==> src/logic/fp_range_pkg.sv <==
// Constants for the SIMD floating-point range exception block
package fp_range_pkg;
  // ****************************************************************
  // Register map (APB byte addresses)
  // ****************************************************************
  localparam logic [7:0] CTRL_ADDR     = 8'h00;
  localparam logic [7:0] STATUS_ADDR   = 8'h04;
  localparam logic [7:0] IRQ_ADDR      = 8'h08;
  localparam logic [7:0] MASK_ADDR     = 8'h0C;
  // ****************************************************************
  // Control fields: exception masks and rounding mode
  // ****************************************************************
  localparam int CTRL_PM_BIT = 0;
  localparam int CTRL_UM_BIT = 1;
  localparam int CTRL_OM_BIT = 2;
  localparam int CTRL_RC_LSB = 3;
  localparam logic [4:0] CTRL_RESET = 5'h07;
  // Rounding modes
  localparam logic [1:0] RND_NEAR = 2'h0;
  localparam logic [1:0] RND_DOWN = 2'h1;
  localparam logic [1:0] RND_UP   = 2'h2;
  localparam logic [1:0] RND_ZERO = 2'h3;
  // Flag bit positions in status and interrupt registers
  localparam int FLG_PE = 0;
  localparam int FLG_UE = 1;
  localparam int FLG_OE = 2;
  // ****************************************************************
  // Formats: exponent width, bias and trap scaling
  // ****************************************************************
  localparam int S_EXP_W  = 8;
  localparam int S_MAN_W  = 23;
  localparam int D_EXP_W  = 11;
  localparam int D_MAN_W  = 52;
  localparam int S_BIAS   = 127;
  localparam int D_BIAS   = 1023;
  localparam int S_EMAX   = 127;
  localparam int D_EMAX   = 1023;
  localparam int S_SCALE  = 192;
  localparam int D_SCALE  = 1536;
  localparam int UEXP_W   = 14;
endpackage : fp_range_pkg

==> src/logic/fp_range_exc.sv <==
// SIMD floating-point overflow, underflow and inexact response unit
//
// Behaviour
// (RQ1) Overflow when rounded result exceeds the largest finite normal value.
// (RQ2) Masked overflow, round-nearest: signed infinity, overflow and precision.
// (RQ3) Single, round-down: +max finite (exp 127) or -infinity, both flags.
// (RQ4) Single, round-up: +infinity or -max finite (exp 127), both flags.
// (RQ5) Single, round-zero: signed max finite magnitude, both flags.
// (RQ6) Double uses the same selection with max finite at exponent 1023.
// (RQ7) Unmasked overflow: unbounded result scaled down by 2^192 or 2^1536.
// (RQ8) Unmasked overflow/underflow: precision flag only when inexact.
// (RQ9) Underflow when unbounded rounded result is below smallest normal.
// (RQ10) Masked underflow: zero/denormal/normal, flags only when inexact.
// (RQ11) Unmasked underflow: unbounded result scaled up by 2^192 or 2^1536.
// (RQ12) Range checks cover arithmetic ops and double-to-single narrowing.
// (RQ13) Inexact flagged whenever the value is not exactly representable.
// (RQ14) Masked inexact: bounded rounded result with precision flag.
// (RQ15) Inexact may accompany masked overflow or underflow.
// (RQ16) Unmasked inexact keeps masked range responses and sets precision.
// (RQ17) Rounding mode comes from the control and status register.
// (RQ18) Unmasked condition raises an exception request with biased result.
//
// The APB slave port and the placing of the registers were left to the implementer.
`timescale 1ns/10ps
`default_nettype none
module fp_range_exc
  import fp_range_pkg::*;
(
  // Clock and reset
  input  wire  logic        pclk,
  input  wire  logic        presetn,
  // APB slave
  input  wire  logic        psel,
  input  wire  logic        penable,
  input  wire  logic        pwrite,
  input  wire  logic [7:0]  paddr,
  input  wire  logic [31:0] pwdata,
  output var   logic [31:0] prdata,
  output var   logic        pready,
  output var   logic        pslverr,
  // Datapath result: sign, unbounded exponent (unbiased), fraction
  input  wire  logic        res_valid,
  input  wire  logic        res_double,
  input  wire  logic        res_range_op,
  input  wire  logic        res_sign,
  input  wire  logic signed [UEXP_W-1:0] res_uexp,
  input  wire  logic [D_MAN_W-1:0] res_frac,
  input  wire  logic        res_inexact,
  input  wire  logic        res_is_zero,
  input  wire  logic [63:0] res_bounded,
  // Delivered result and trap request
  output var   logic        out_valid,
  output var   logic [63:0] out_result,
  output var   logic [2:0]  out_flags,
  output var   logic        trap_req,
  output var   logic        irq
);
  // Overview of the result path:
  // The datapath hands over one result per res_valid pulse, already
  // rounded to the destination precision but with an exponent that
  // has not been clamped to the format. This unit decides whether
  // that value is too large or too small for the format, picks the
  // delivered word and raises the status flags.
  // Everything is decided combinationally in the cycle of res_valid
  // and registered once, so a new result may arrive every cycle.
  // The trap word keeps the fraction and only rebiases the exponent,
  // which lets the handler rescale without redoing the rounding.
  // Limitation: a zero result is never treated as out of range, and
  // the datapath must flag inexact itself; no sticky bits live here.
  // ****************************************************************
  // Range detection
  // ****************************************************************
  logic signed [UEXP_W-1:0] emax, emin, scale, sexp;
  wire  range_ok   = res_range_op & ~res_is_zero;                // RQ12
  assign emax  = res_double ? UEXP_W'(D_EMAX) : UEXP_W'(S_EMAX);
  assign emin  = res_double ? UEXP_W'(1 - D_BIAS) : UEXP_W'(1 - S_BIAS);
  assign scale = res_double ? UEXP_W'(D_SCALE) : UEXP_W'(S_SCALE);
  wire  ovf        = range_ok & (res_uexp > emax);               // RQ1
  wire  unf        = range_ok & (res_uexp < emin);               // RQ9
  wire  inx        = res_inexact;                                // RQ13
  logic [4:0] ctrl_reg;
  wire  [1:0] rmode = ctrl_reg[CTRL_RC_LSB +: 2];                 // RQ17
  wire  om = ctrl_reg[CTRL_OM_BIT];
  wire  um = ctrl_reg[CTRL_UM_BIT];
  wire  pm = ctrl_reg[CTRL_PM_BIT];
  // ****************************************************************
  // Masked overflow result: infinity or largest finite
  // ****************************************************************
  wire  to_inf = (rmode == RND_NEAR) |                            // RQ2
                 ((rmode == RND_DOWN) & res_sign) |               // RQ3
                 ((rmode == RND_UP) & ~res_sign);                 // RQ4 RQ5
  wire [63:0] s_inf = {32'h0, res_sign, 8'hFF, 23'h0};
  wire [63:0] s_max = {32'h0, res_sign, 8'hFE, 23'h7FFFFF};
  wire [63:0] d_inf = {res_sign, 11'h7FF, 52'h0};
  wire [63:0] d_max = {res_sign, 11'h7FE, 52'hFFFFFFFFFFFFF};    // RQ6
  wire [63:0] ovf_masked = res_double ? (to_inf ? d_inf : d_max)
                                      : (to_inf ? s_inf : s_max);
  // ****************************************************************
  // Unmasked result: exponent rebias by the trap scale
  // ****************************************************************
  assign sexp = ovf ? res_uexp - scale : res_uexp + scale;       // RQ7 RQ11
  wire [UEXP_W-1:0] sb_s = UEXP_W'(sexp + UEXP_W'(S_BIAS));
  wire [UEXP_W-1:0] sb_d = UEXP_W'(sexp + UEXP_W'(D_BIAS));
  wire [63:0] scaled = res_double ?
    {res_sign, sb_d[D_EXP_W-1:0], res_frac} :
    {32'h0, res_sign, sb_s[S_EXP_W-1:0], res_frac[D_MAN_W-1 -: S_MAN_W]};
  // ****************************************************************
  // Response selection and flags
  // ****************************************************************
  wire  ovf_trap = ovf & ~om;
  wire  unf_trap = unf & ~um;
  wire  range_trap = ovf_trap | unf_trap;
  // Masked underflow flags only when inexact; unmasked always
  wire  unf_flag = unf & (unf_trap | inx);                       // RQ10
  wire  pe_flag  = ovf ? (ovf_trap ? inx : 1'b1) : inx;          // RQ8 RQ15
  wire [63:0] result_sel = range_trap ? scaled :
                           ovf ? ovf_masked : res_bounded;       // RQ14 RQ16
  wire [2:0] flags_sel = {ovf, unf_flag, pe_flag};
  wire  trap_sel = range_trap | (pe_flag & ~pm);                 // RQ18
  // Result pipeline stage, one cycle after res_valid
  always_ff @(posedge pclk or negedge presetn) begin
    if (!presetn) begin
      out_valid  <= 1'b0;
      out_result <= 64'h0;
      out_flags  <= 3'h0;
      trap_req   <= 1'b0;
    end else begin
      out_valid  <= res_valid;
      out_result <= res_valid ? result_sel : out_result;
      out_flags  <= res_valid ? flags_sel : 3'h0;
      trap_req   <= res_valid & trap_sel;                        // RQ18
    end
  end
  // ****************************************************************
  // APB registers: control, sticky status, interrupt mask
  // ****************************************************************
  wire  wr   = psel & penable & pwrite;
  wire  rd   = psel & penable & ~pwrite;
  wire  hit_ctrl = (paddr == CTRL_ADDR);
  wire  hit_stat = (paddr == STATUS_ADDR);
  wire  hit_irq  = (paddr == IRQ_ADDR);
  wire  hit_mask = (paddr == MASK_ADDR);
  wire  mapped = hit_ctrl | hit_stat | hit_irq | hit_mask;
  logic [2:0] status_reg, istat_reg, imask_reg;
  wire  [2:0] new_flags = res_valid ? flags_sel : 3'h0;
  // Read-to-clear; a flag set in the same cycle survives
  wire  [2:0] status_next = (rd & hit_stat ? 3'h0 : status_reg) | new_flags;
  wire  [2:0] istat_next  = (rd & hit_irq ? 3'h0 : istat_reg) | new_flags;
  logic [31:0] rdata_next;
  always_comb begin
    rdata_next = 32'h0;
    if (hit_ctrl) begin
      rdata_next = {27'h0, ctrl_reg};
    end else if (hit_stat) begin
      rdata_next = {29'h0, status_reg};
    end else if (hit_irq) begin
      rdata_next = {29'h0, istat_reg};
    end else if (hit_mask) begin
      rdata_next = {29'h0, imask_reg};
    end
  end
  // Zero wait states: pready is registered high in the access phase
  always_ff @(posedge pclk or negedge presetn) begin
    if (!presetn) begin
      ctrl_reg   <= CTRL_RESET;
      status_reg <= 3'h0;
      istat_reg  <= 3'h0;
      imask_reg  <= 3'h0;
      prdata     <= 32'h0;
      pready     <= 1'b0;
      pslverr    <= 1'b0;
      irq        <= 1'b0;
    end else begin
      ctrl_reg   <= (wr & hit_ctrl) ? pwdata[4:0] : ctrl_reg;
      imask_reg  <= (wr & hit_mask) ? pwdata[2:0] : imask_reg;
      status_reg <= status_next;
      istat_reg  <= istat_next;
      prdata     <= (psel & ~penable & ~pwrite) ? rdata_next : prdata;
      pready     <= psel & ~penable;
      pslverr    <= psel & ~penable & ~mapped;
      irq        <= |(istat_next & imask_reg);
    end
  end
  // ****************************************************************
  // Checks
  // ****************************************************************
  a_ovf_round_near: assert property (@(posedge pclk) disable iff (!presetn)
    res_valid & ovf & om & (rmode == RND_NEAR) & ~res_double
    |=> out_result[30:0] == 31'h7F800000 && out_flags[FLG_OE]
        && out_flags[FLG_PE]) else $error("masked overflow not infinity"); // RQ2
  a_ovf_round_zero: assert property (@(posedge pclk) disable iff (!presetn)
    res_valid & ovf & om & (rmode == RND_ZERO) & ~res_double
    |=> out_result[30:0] == 31'h7F7FFFFF) else $error("bad round-zero max"); // RQ5
  a_ovf_dbl_max: assert property (@(posedge pclk) disable iff (!presetn)
    res_valid & ovf & om & (rmode == RND_ZERO) & res_double
    |=> out_result[62:0] == 63'h7FEFFFFFFFFFFFFF) else $error("bad dbl max"); // RQ6
  a_unf_masked_exact: assert property (@(posedge pclk) disable iff (!presetn)
    res_valid & unf & um & ~inx |=> out_flags == 3'h0)
    else $error("exact masked underflow flagged"); // RQ10
  a_trap_on_unmask: assert property (@(posedge pclk) disable iff (!presetn)
    res_valid & (ovf_trap | unf_trap) |=> trap_req && out_valid)
    else $error("missing trap request"); // RQ18
  a_trap_sign_kept: assert property (@(posedge pclk) disable iff (!presetn)
    res_valid & range_trap & res_double |=> out_result[63] == $past(res_sign))
    else $error("trap result sign lost"); // RQ7
  a_pe_unmasked: assert property (@(posedge pclk) disable iff (!presetn)
    res_valid & range_trap & ~inx |=> !out_flags[FLG_PE])
    else $error("precision set on exact trap"); // RQ8
  a_inexact_flag: assert property (@(posedge pclk) disable iff (!presetn)
    res_valid & inx & ~ovf & ~unf |=> out_flags[FLG_PE]
      && out_result == $past(res_bounded)) else $error("inexact lost"); // RQ14
  // ****************************************************************
  // Masked overflow responses for each rounding mode, both signs only in single round-down and round-up and in double round-near
  // ****************************************************************
  a_dn_pos: assert property (@(posedge pclk) disable iff (!presetn) // RQ3
    res_valid & ovf & om & (rmode == RND_DOWN) & ~res_double & ~res_sign
    |=> out_result[31:0] == 32'h7F7FFFFF)
    else $error("round-down positive not max");

  a_dn_neg: assert property (@(posedge pclk) disable iff (!presetn) // RQ3
    res_valid & ovf & om & (rmode == RND_DOWN) & ~res_double & res_sign
    |=> out_result[31:0] == 32'hFF800000)
    else $error("round-down negative not infinity");

  a_up_pos: assert property (@(posedge pclk) disable iff (!presetn) // RQ4
    res_valid & ovf & om & (rmode == RND_UP) & ~res_double & ~res_sign
    |=> out_result[31:0] == 32'h7F800000)
    else $error("round-up positive not infinity");

  a_up_neg: assert property (@(posedge pclk) disable iff (!presetn) // RQ4
    res_valid & ovf & om & (rmode == RND_UP) & ~res_double & res_sign
    |=> out_result[31:0] == 32'hFF7FFFFF)
    else $error("round-up negative not max");

  a_zero_neg: assert property (@(posedge pclk) disable iff (!presetn) // RQ5
    res_valid & ovf & om & (rmode == RND_ZERO) & ~res_double & res_sign
    |=> out_result[31:0] == 32'hFF7FFFFF)
    else $error("round-zero negative not max");

  a_near_neg: assert property (@(posedge pclk) disable iff (!presetn) // RQ2
    res_valid & ovf & om & (rmode == RND_NEAR) & ~res_double & res_sign
    |=> out_result[31:0] == 32'hFF800000)
    else $error("round-near negative not infinity");

  a_dbl_inf: assert property (@(posedge pclk) disable iff (!presetn) // RQ6
    res_valid & ovf & om & (rmode == RND_NEAR) & res_double
    |=> out_result[62:0] == 63'h7FF0000000000000)
    else $error("double round-near not infinity");

  a_dbl_down: assert property (@(posedge pclk) disable iff (!presetn) // RQ6
    res_valid & ovf & om & (rmode == RND_DOWN) & res_double & ~res_sign
    |=> out_result == 64'h7FEFFFFFFFFFFFFF)
    else $error("double round-down not max");

  a_dbl_up: assert property (@(posedge pclk) disable iff (!presetn) // RQ6
    res_valid & ovf & om & (rmode == RND_UP) & res_double & res_sign
    |=> out_result == 64'hFFEFFFFFFFFFFFFF)
    else $error("double round-up not max");

  a_ovf_flags: assert property (@(posedge pclk) disable iff (!presetn) // RQ2
    res_valid & ovf & om
    |=> out_flags[FLG_OE] && out_flags[FLG_PE])
    else $error("masked overflow flags missing");

  // ****************************************************************
  // Range detection against the format limits
  // ****************************************************************
  a_ovf_detect: assert property (@(posedge pclk) disable iff (!presetn) // RQ1
    res_valid & res_range_op & ~res_is_zero & (res_uexp > emax)
    |=> out_flags[FLG_OE])
    else $error("overflow not flagged");

  a_no_ovf: assert property (@(posedge pclk) disable iff (!presetn) // RQ1
    res_valid & (res_uexp <= emax)
    |=> !out_flags[FLG_OE])
    else $error("overflow flagged in range");

  a_unf_det: assert property (@(posedge pclk) disable iff (!presetn) // RQ9
    res_valid & res_range_op & ~res_is_zero & (res_uexp < emin) & ~um
    |=> out_flags[FLG_UE])
    else $error("underflow not flagged");

  a_no_unf: assert property (@(posedge pclk) disable iff (!presetn) // RQ9
    res_valid & (res_uexp >= emin)
    |=> !out_flags[FLG_UE])
    else $error("underflow flagged in range");

  // ****************************************************************
  // Trap results: sign and fraction kept, exponent rebiased
  // ****************************************************************
  a_sgl_sign: assert property (@(posedge pclk) disable iff (!presetn) // RQ7
    res_valid & ovf_trap & ~res_double
    |=> out_result[31] == $past(res_sign))
    else $error("single trap sign lost");

  a_dbl_frac: assert property (@(posedge pclk) disable iff (!presetn) // RQ7
    res_valid & ovf_trap & res_double
    |=> out_result[51:0] == $past(res_frac))
    else $error("overflow trap fraction lost");

  a_unf_frac: assert property (@(posedge pclk) disable iff (!presetn) // RQ11
    res_valid & unf_trap & res_double
    |=> out_result[51:0] == $past(res_frac))
    else $error("underflow trap fraction lost");

  a_unf_trap: assert property (@(posedge pclk) disable iff (!presetn) // RQ11
    res_valid & unf_trap
    |=> out_flags[FLG_UE] && trap_req)
    else $error("unmasked underflow not raised");

  a_ovf_oe: assert property (@(posedge pclk) disable iff (!presetn) // RQ7
    res_valid & ovf_trap
    |=> out_flags[FLG_OE] && trap_req)
    else $error("unmasked overflow not raised");

  // ****************************************************************
  // Masked underflow and precision
  // ****************************************************************
  a_unf_inx: assert property (@(posedge pclk) disable iff (!presetn) // RQ10
    res_valid & unf & um & inx
    |=> out_flags[FLG_UE] && out_flags[FLG_PE])
    else $error("inexact masked underflow unflagged");

  a_unf_res: assert property (@(posedge pclk) disable iff (!presetn) // RQ10
    res_valid & unf & um
    |=> out_result == $past(res_bounded))
    else $error("masked underflow result wrong");

  a_no_range: assert property (@(posedge pclk) disable iff (!presetn) // RQ12
    res_valid & ~res_range_op
    |=> out_flags[FLG_OE:FLG_UE] == 2'h0)
    else $error("range flag on unchecked op");

  a_inx_any: assert property (@(posedge pclk) disable iff (!presetn) // RQ13
    res_valid & inx
    |=> out_flags[FLG_PE])
    else $error("inexact not flagged");

  a_exact_pe: assert property (@(posedge pclk) disable iff (!presetn) // RQ13
    res_valid & ~inx & ~(ovf & om)
    |=> !out_flags[FLG_PE])
    else $error("precision set on exact result");

  // ****************************************************************
  // Trap request, control and output timing
  // ****************************************************************
  a_pe_trap: assert property (@(posedge pclk) disable iff (!presetn) // RQ18
    res_valid & inx & ~pm
    |=> trap_req)
    else $error("unmasked inexact not raised");

  a_no_trap: assert property (@(posedge pclk) disable iff (!presetn) // RQ18
    res_valid & ~ovf & ~unf & ~inx
    |=> !trap_req)
    else $error("spurious trap request");

  a_unmask_pe: assert property (@(posedge pclk) disable iff (!presetn) // RQ16
    res_valid & ovf & om & ~pm
    |=> out_flags[FLG_OE] && out_result == $past(ovf_masked))
    else $error("masked overflow lost with precision trap");

  a_rnd_ctrl: assert property (@(posedge pclk) disable iff (!presetn) // RQ17
    psel & penable & pwrite & (paddr == CTRL_ADDR)
    |=> rmode == $past(pwdata[CTRL_RC_LSB +: 2]))
    else $error("rounding mode not taken");

  a_inx_ovf: assert property (@(posedge pclk) disable iff (!presetn) // RQ15
    res_valid & ovf & om & inx
    |=> out_flags == 3'h5)
    else $error("inexact masked overflow flags");

  a_out_lat: assert property (@(posedge pclk) disable iff (!presetn) // RQ12
    res_valid
    |=> out_valid)
    else $error("result not delivered");

  a_idle_out: assert property (@(posedge pclk) disable iff (!presetn) // RQ18
    !res_valid
    |=> !out_valid && out_flags == 3'h0 && !trap_req)
    else $error("output without result");
endmodule : fp_range_exc
`default_nettype wire

==> config.mk <==
export PLATFORM = sky130hd
export DESIGN_NAME = fp_range_exc
export DESIGN_NICKNAME = d
export VERILOG_FILES = /design/src/logic/fp_range_pkg.sv /design/src/logic/fp_range_exc.sv
export SDC_FILE = /design/constraint.sdc
export NUM_CORES = 1
export LEC_CHECK = 0
export ABC_AREA = 1
export BUFFER_PORTS_ARGS = -buffer_cell sky130_fd_sc_hd__buf_4
export CORE_UTILIZATION = 29
export DETAILED_ROUTE_END_ITERATION = 10
export PLACE_DENSITY = 0.6
export SYNTH_ARGS = -nofsm -noshare
export SYNTH_HDL_FRONTEND = slang
export SYNTH_SLANG_ARGS = --single-unit
==> constraint.sdc <==
create_clock -name pclk -period 1.2 [get_ports pclk]
set_input_delay 0.24 -clock pclk [delete_from_list [all_inputs] [get_ports pclk]]
set_output_delay 0.24 -clock pclk [all_outputs]
set_load 0.1 [all_outputs]
==> key figures <==
Route
  • Total routed wirelength: 27500 um
  • Average wire per standard cell: approximately 17 um
  • DRT iter0 DRCs: around 550
  • Routed vias: about 7.6k
  • Avg Vias per Cell: about 4.7
  • Pre-antenna DRT Iters: 5
  • Drt drc: 0
  • Post-route antenna net violation count: 0

Outcome
  • Failing checks: setup timing
  • Status: finished with violations

Critical path
  • Crit path top cell by count: nand2_1
  • R2R Path End: out_result[29]$_DFFE_PN0P_
  • Worst path max stage delay: 0.31 ns
  • Worst setup SP type: primary input
  • R2R Setup Slk: -0.41 ns
  • Crit. Startpoint: res_double
  • Reg2reg start: ctrl_reg[4]$_DFFE_PN0P_
  • Critical path class: in -> reg
  • Crit path capture: out_result[60]$_DFFE_PN0P_
  • Crit end category: flip-flop
  • Cells on worst reg2reg path: 11
  • Critical-path cell list: buf_12 -> clkinv_8 -> ha_4 -> nand2_2 -> clkinv_2 -> nand2_1 -> nand2_1 -> nand2_1 -> nand2_2 -> nand2_4 -> inv_4 -> ha_4 -> inv_2 -> ha_4 -> nand2_4 -> nand3_4 -> xor2_2 -> xnor2_1 -> nor2_1 -> nand2_1 -> nand2_1 -> nand2_1 -> nand2_1
  • Maximum fanout along the worst path: 4
  • WP data required: about 1.4 ns
  • Slowest cell on crit path: ha_4
  • Critical Path AT: roughly 2.4 ns

Cells and area
  • Area Overhead vs Synth: 90.2%
  • Max reg flops: 64
  • Post-layout util: between 50% and 60%
  • Nets@finish: 1542
  • Post-route cell area: 11900 sq um
  • Share of cells above drive strength 1: roughly 41%

Placement
  • Port Buffers: 230
  • Hpwl dp: roughly 17000 um
  • DP Worst Slack: -1.39 ns
  • Gpl congestion: between 0.8 and 0.9
  • Placed instance area: 8890 sq um

Global routing
  • Met3 Use GR: 3.27%
  • Vias in the first global route: approximately 7.5k
  • First-pass GRT wire length: roughly 42000 um
  • Pin count of the biggest net entering global routing: 42
  • Remaining Overflow, GRT: 0
  • Initial antenna violation count: 1
  • GR Util met2: 39.3%
  • Top Usage Layer GRT: met2
  • GRT Resource Usage Total: between 20% and 30%
  • Met1 usage in global routing: between 30 and 40%

Pwr
  • Max IR drop VDD: 0.671 mV
  • Power Density: roughly 1200 nW/um^2
  • Leakage power: between 6 and 7 nW

Logic synthesis
  • Top-count cell post-synth: nand2_1
  • Share of async-settable or async-resettable flops after synthesis: 100%
  • Mapped Cells: approximately 1k
  • Top post-synthesis cells by count: nand2_1, dfrtp_1, nor2_1
  • Post-synth top area cell: dfrtp_1
  • Top_reg_cell synth: dfrtp_1
  • Post-synth EDFFs: 0
  • Post-Synthesis Cell Area: between 6000 and 7000 sq um
  • Top cells by area, synth: dfrtp_1, nand2_1, buf_4
  • Mean post-synth cell area: 6.27 sq um
  • Synth top area share: about a third
  • Sequential cell area fraction in the yosys report: ~36%
  • Synth cell types: 37
  • Yosys warns: 0
  • Flops & latches, synth: about 90

Timing
  • Slew @ Worst Pin: 0.528 ns
  • Fmax: about 470 MHz
  • Fin crit period: 2.14 ns
  • Final Slew Violations: 0
  • Period utilization: 179%
  • Final setup fails: slightly above 90
  • Clk_skew: between 0.01 and 0.015 ns
  • Setup ws final: -0.942 ns
  • Unrepaired setup endpoints after global routing: yes
  • Final Hold Vio Count: 0
  • Rel. slew slack: between 60% and 70%
  • WHS: a little under 0.06 ns

Die
  • Die area: approximately 22000 sq um
  • Die height: between 100 and 150 um
  • Initial Util: 29.7%
  • Core area: 21100 sq um
  • # rows: 53
  • Die width: around 150 um
  • I/O pin count: around 290

CTS
  • CTS H-tree depth: 3
  • Clock transition at path regs: ~0.07 ns
  • Total CTS buffers: 9
  • Root Driver: clkbuf_16
  • Clock tree buffer depth: 2
  • CTS sink cnt: 91
  • Latest clock arrival within the worst-skew pair: between 0.3 and 0.4 ns
  • CTS tree: built

Worst hold path
  • Hold WC Path Type: in -> reg
  • Worst Hold Launch: penable

Flow run
  • Max-cap violations: 0
## worst min path at each step
stage                                            end  slack, ns  cells past startpoint
after floorplan              ctrl_reg[3]$_DFFE_PN0P_      -0.06                      0
after detailed placement  out_result[15]$_DFFE_PN0P_       0.20                      1
after CTS                           pready$_DFF_PN0_       0.05                      2
after global routing                pready$_DFF_PN0_       0.06                      2
final                               pready$_DFF_PN0_       0.06                      2
after global placement    out_result[15]$_DFFE_PN0P_       0.20                      1
## per-layer routing
metal / routed length (um) / part of all wire [%]
met4: 863 / 3.1
met3: 1730 / 6.3
met2: 12700 / 46
met1: 12200 / 44
met5: 0 / 0
## logic make-up after synthesis
family / share of synthesized area, %
other: 0.0598
xor gates and xnor gates: 1.26
DFF: 36.4
adders and majority gates: 3.39
buffers and inverters: 10.2
AOI/OAI and AO/OA: 5.81
and+or+nand+nor: 42.9
## worst max-delay path, delay by kind of cell
family	cells	cell delay (ns)
buffers and inverters	5	0.30
and+or+nand+nor	13	0.82
xor gates and xnor gates	2	0.29
adders and majority gates	3	0.72
## cells in the final DEF, fill, tap and decap left out, types with 6 or more instances in the layout
master	count
buf_12	90
inv_2	7
nand2_4	14
inv_1	39
o21ai_0	18
a21oi_2	9
dfrtp_1	85
nand2_2	76
buf_16	19
buf_6	16
o21ai_1	12
nand2_1	491
conb_1	27
a21oi_1	18
nand3_2	13
nand3_1	23
nor2_1	49
buf_4	244
ha_4	11
ha_1	6
clkbuf_16	11
## cell type report
class | instances | area (sq um)
Clock inverter | 7 | 100
Multi-Input combinational cell | 808 | 4120
Antenna cell | 1 | 2.50
Clock buffer | 9 | 225
Tap cell | 275 | 344
Timing Repair inverter | 1 | 20.0
Timing Repair Buffer | 381 | 4600
Fill cell | 1931 | 9160
Sequential cell | 91 | 2280
Inverter | 52 | 230
## power by group
| group | leakage, nW | total, mW | internal [mW] | switching (mW) |
|---|---|---|---|---|
| clock network | 0.148 | 3.21 | 1.84 | 1.37 |
| registers | 1.10 | 3.73 | 3.37 | 0.356 |
| logic | 5.16 | 7.01 | 2.71 | 4.30 |
## per-stage QoR
stage	power [mW]	TNS [ns]	instances
2_1_floorplan	7.40	-55.79	1026
3_3_place_gp	8.88	-88.77	1537
3_5_place_dp	8.89	-89.44	1537
4_1_cts	13.7	-45.11	1606
5_1_grt	14.5	-48.84	1625
6_report	13.9	-39.70	1625
## what timing repair did
action | CTS | global route
resized for setup | 355 | 73
endpoints found under the setup margin | 152 | 146
pin swaps | 75 | 40
buffers inserted | 32 | 18
hold endpoints to repair | 16 | 0
hold buffers | 1 | 0
gates cloned | 22 | 2
Power figures use the tool's default switching activity.
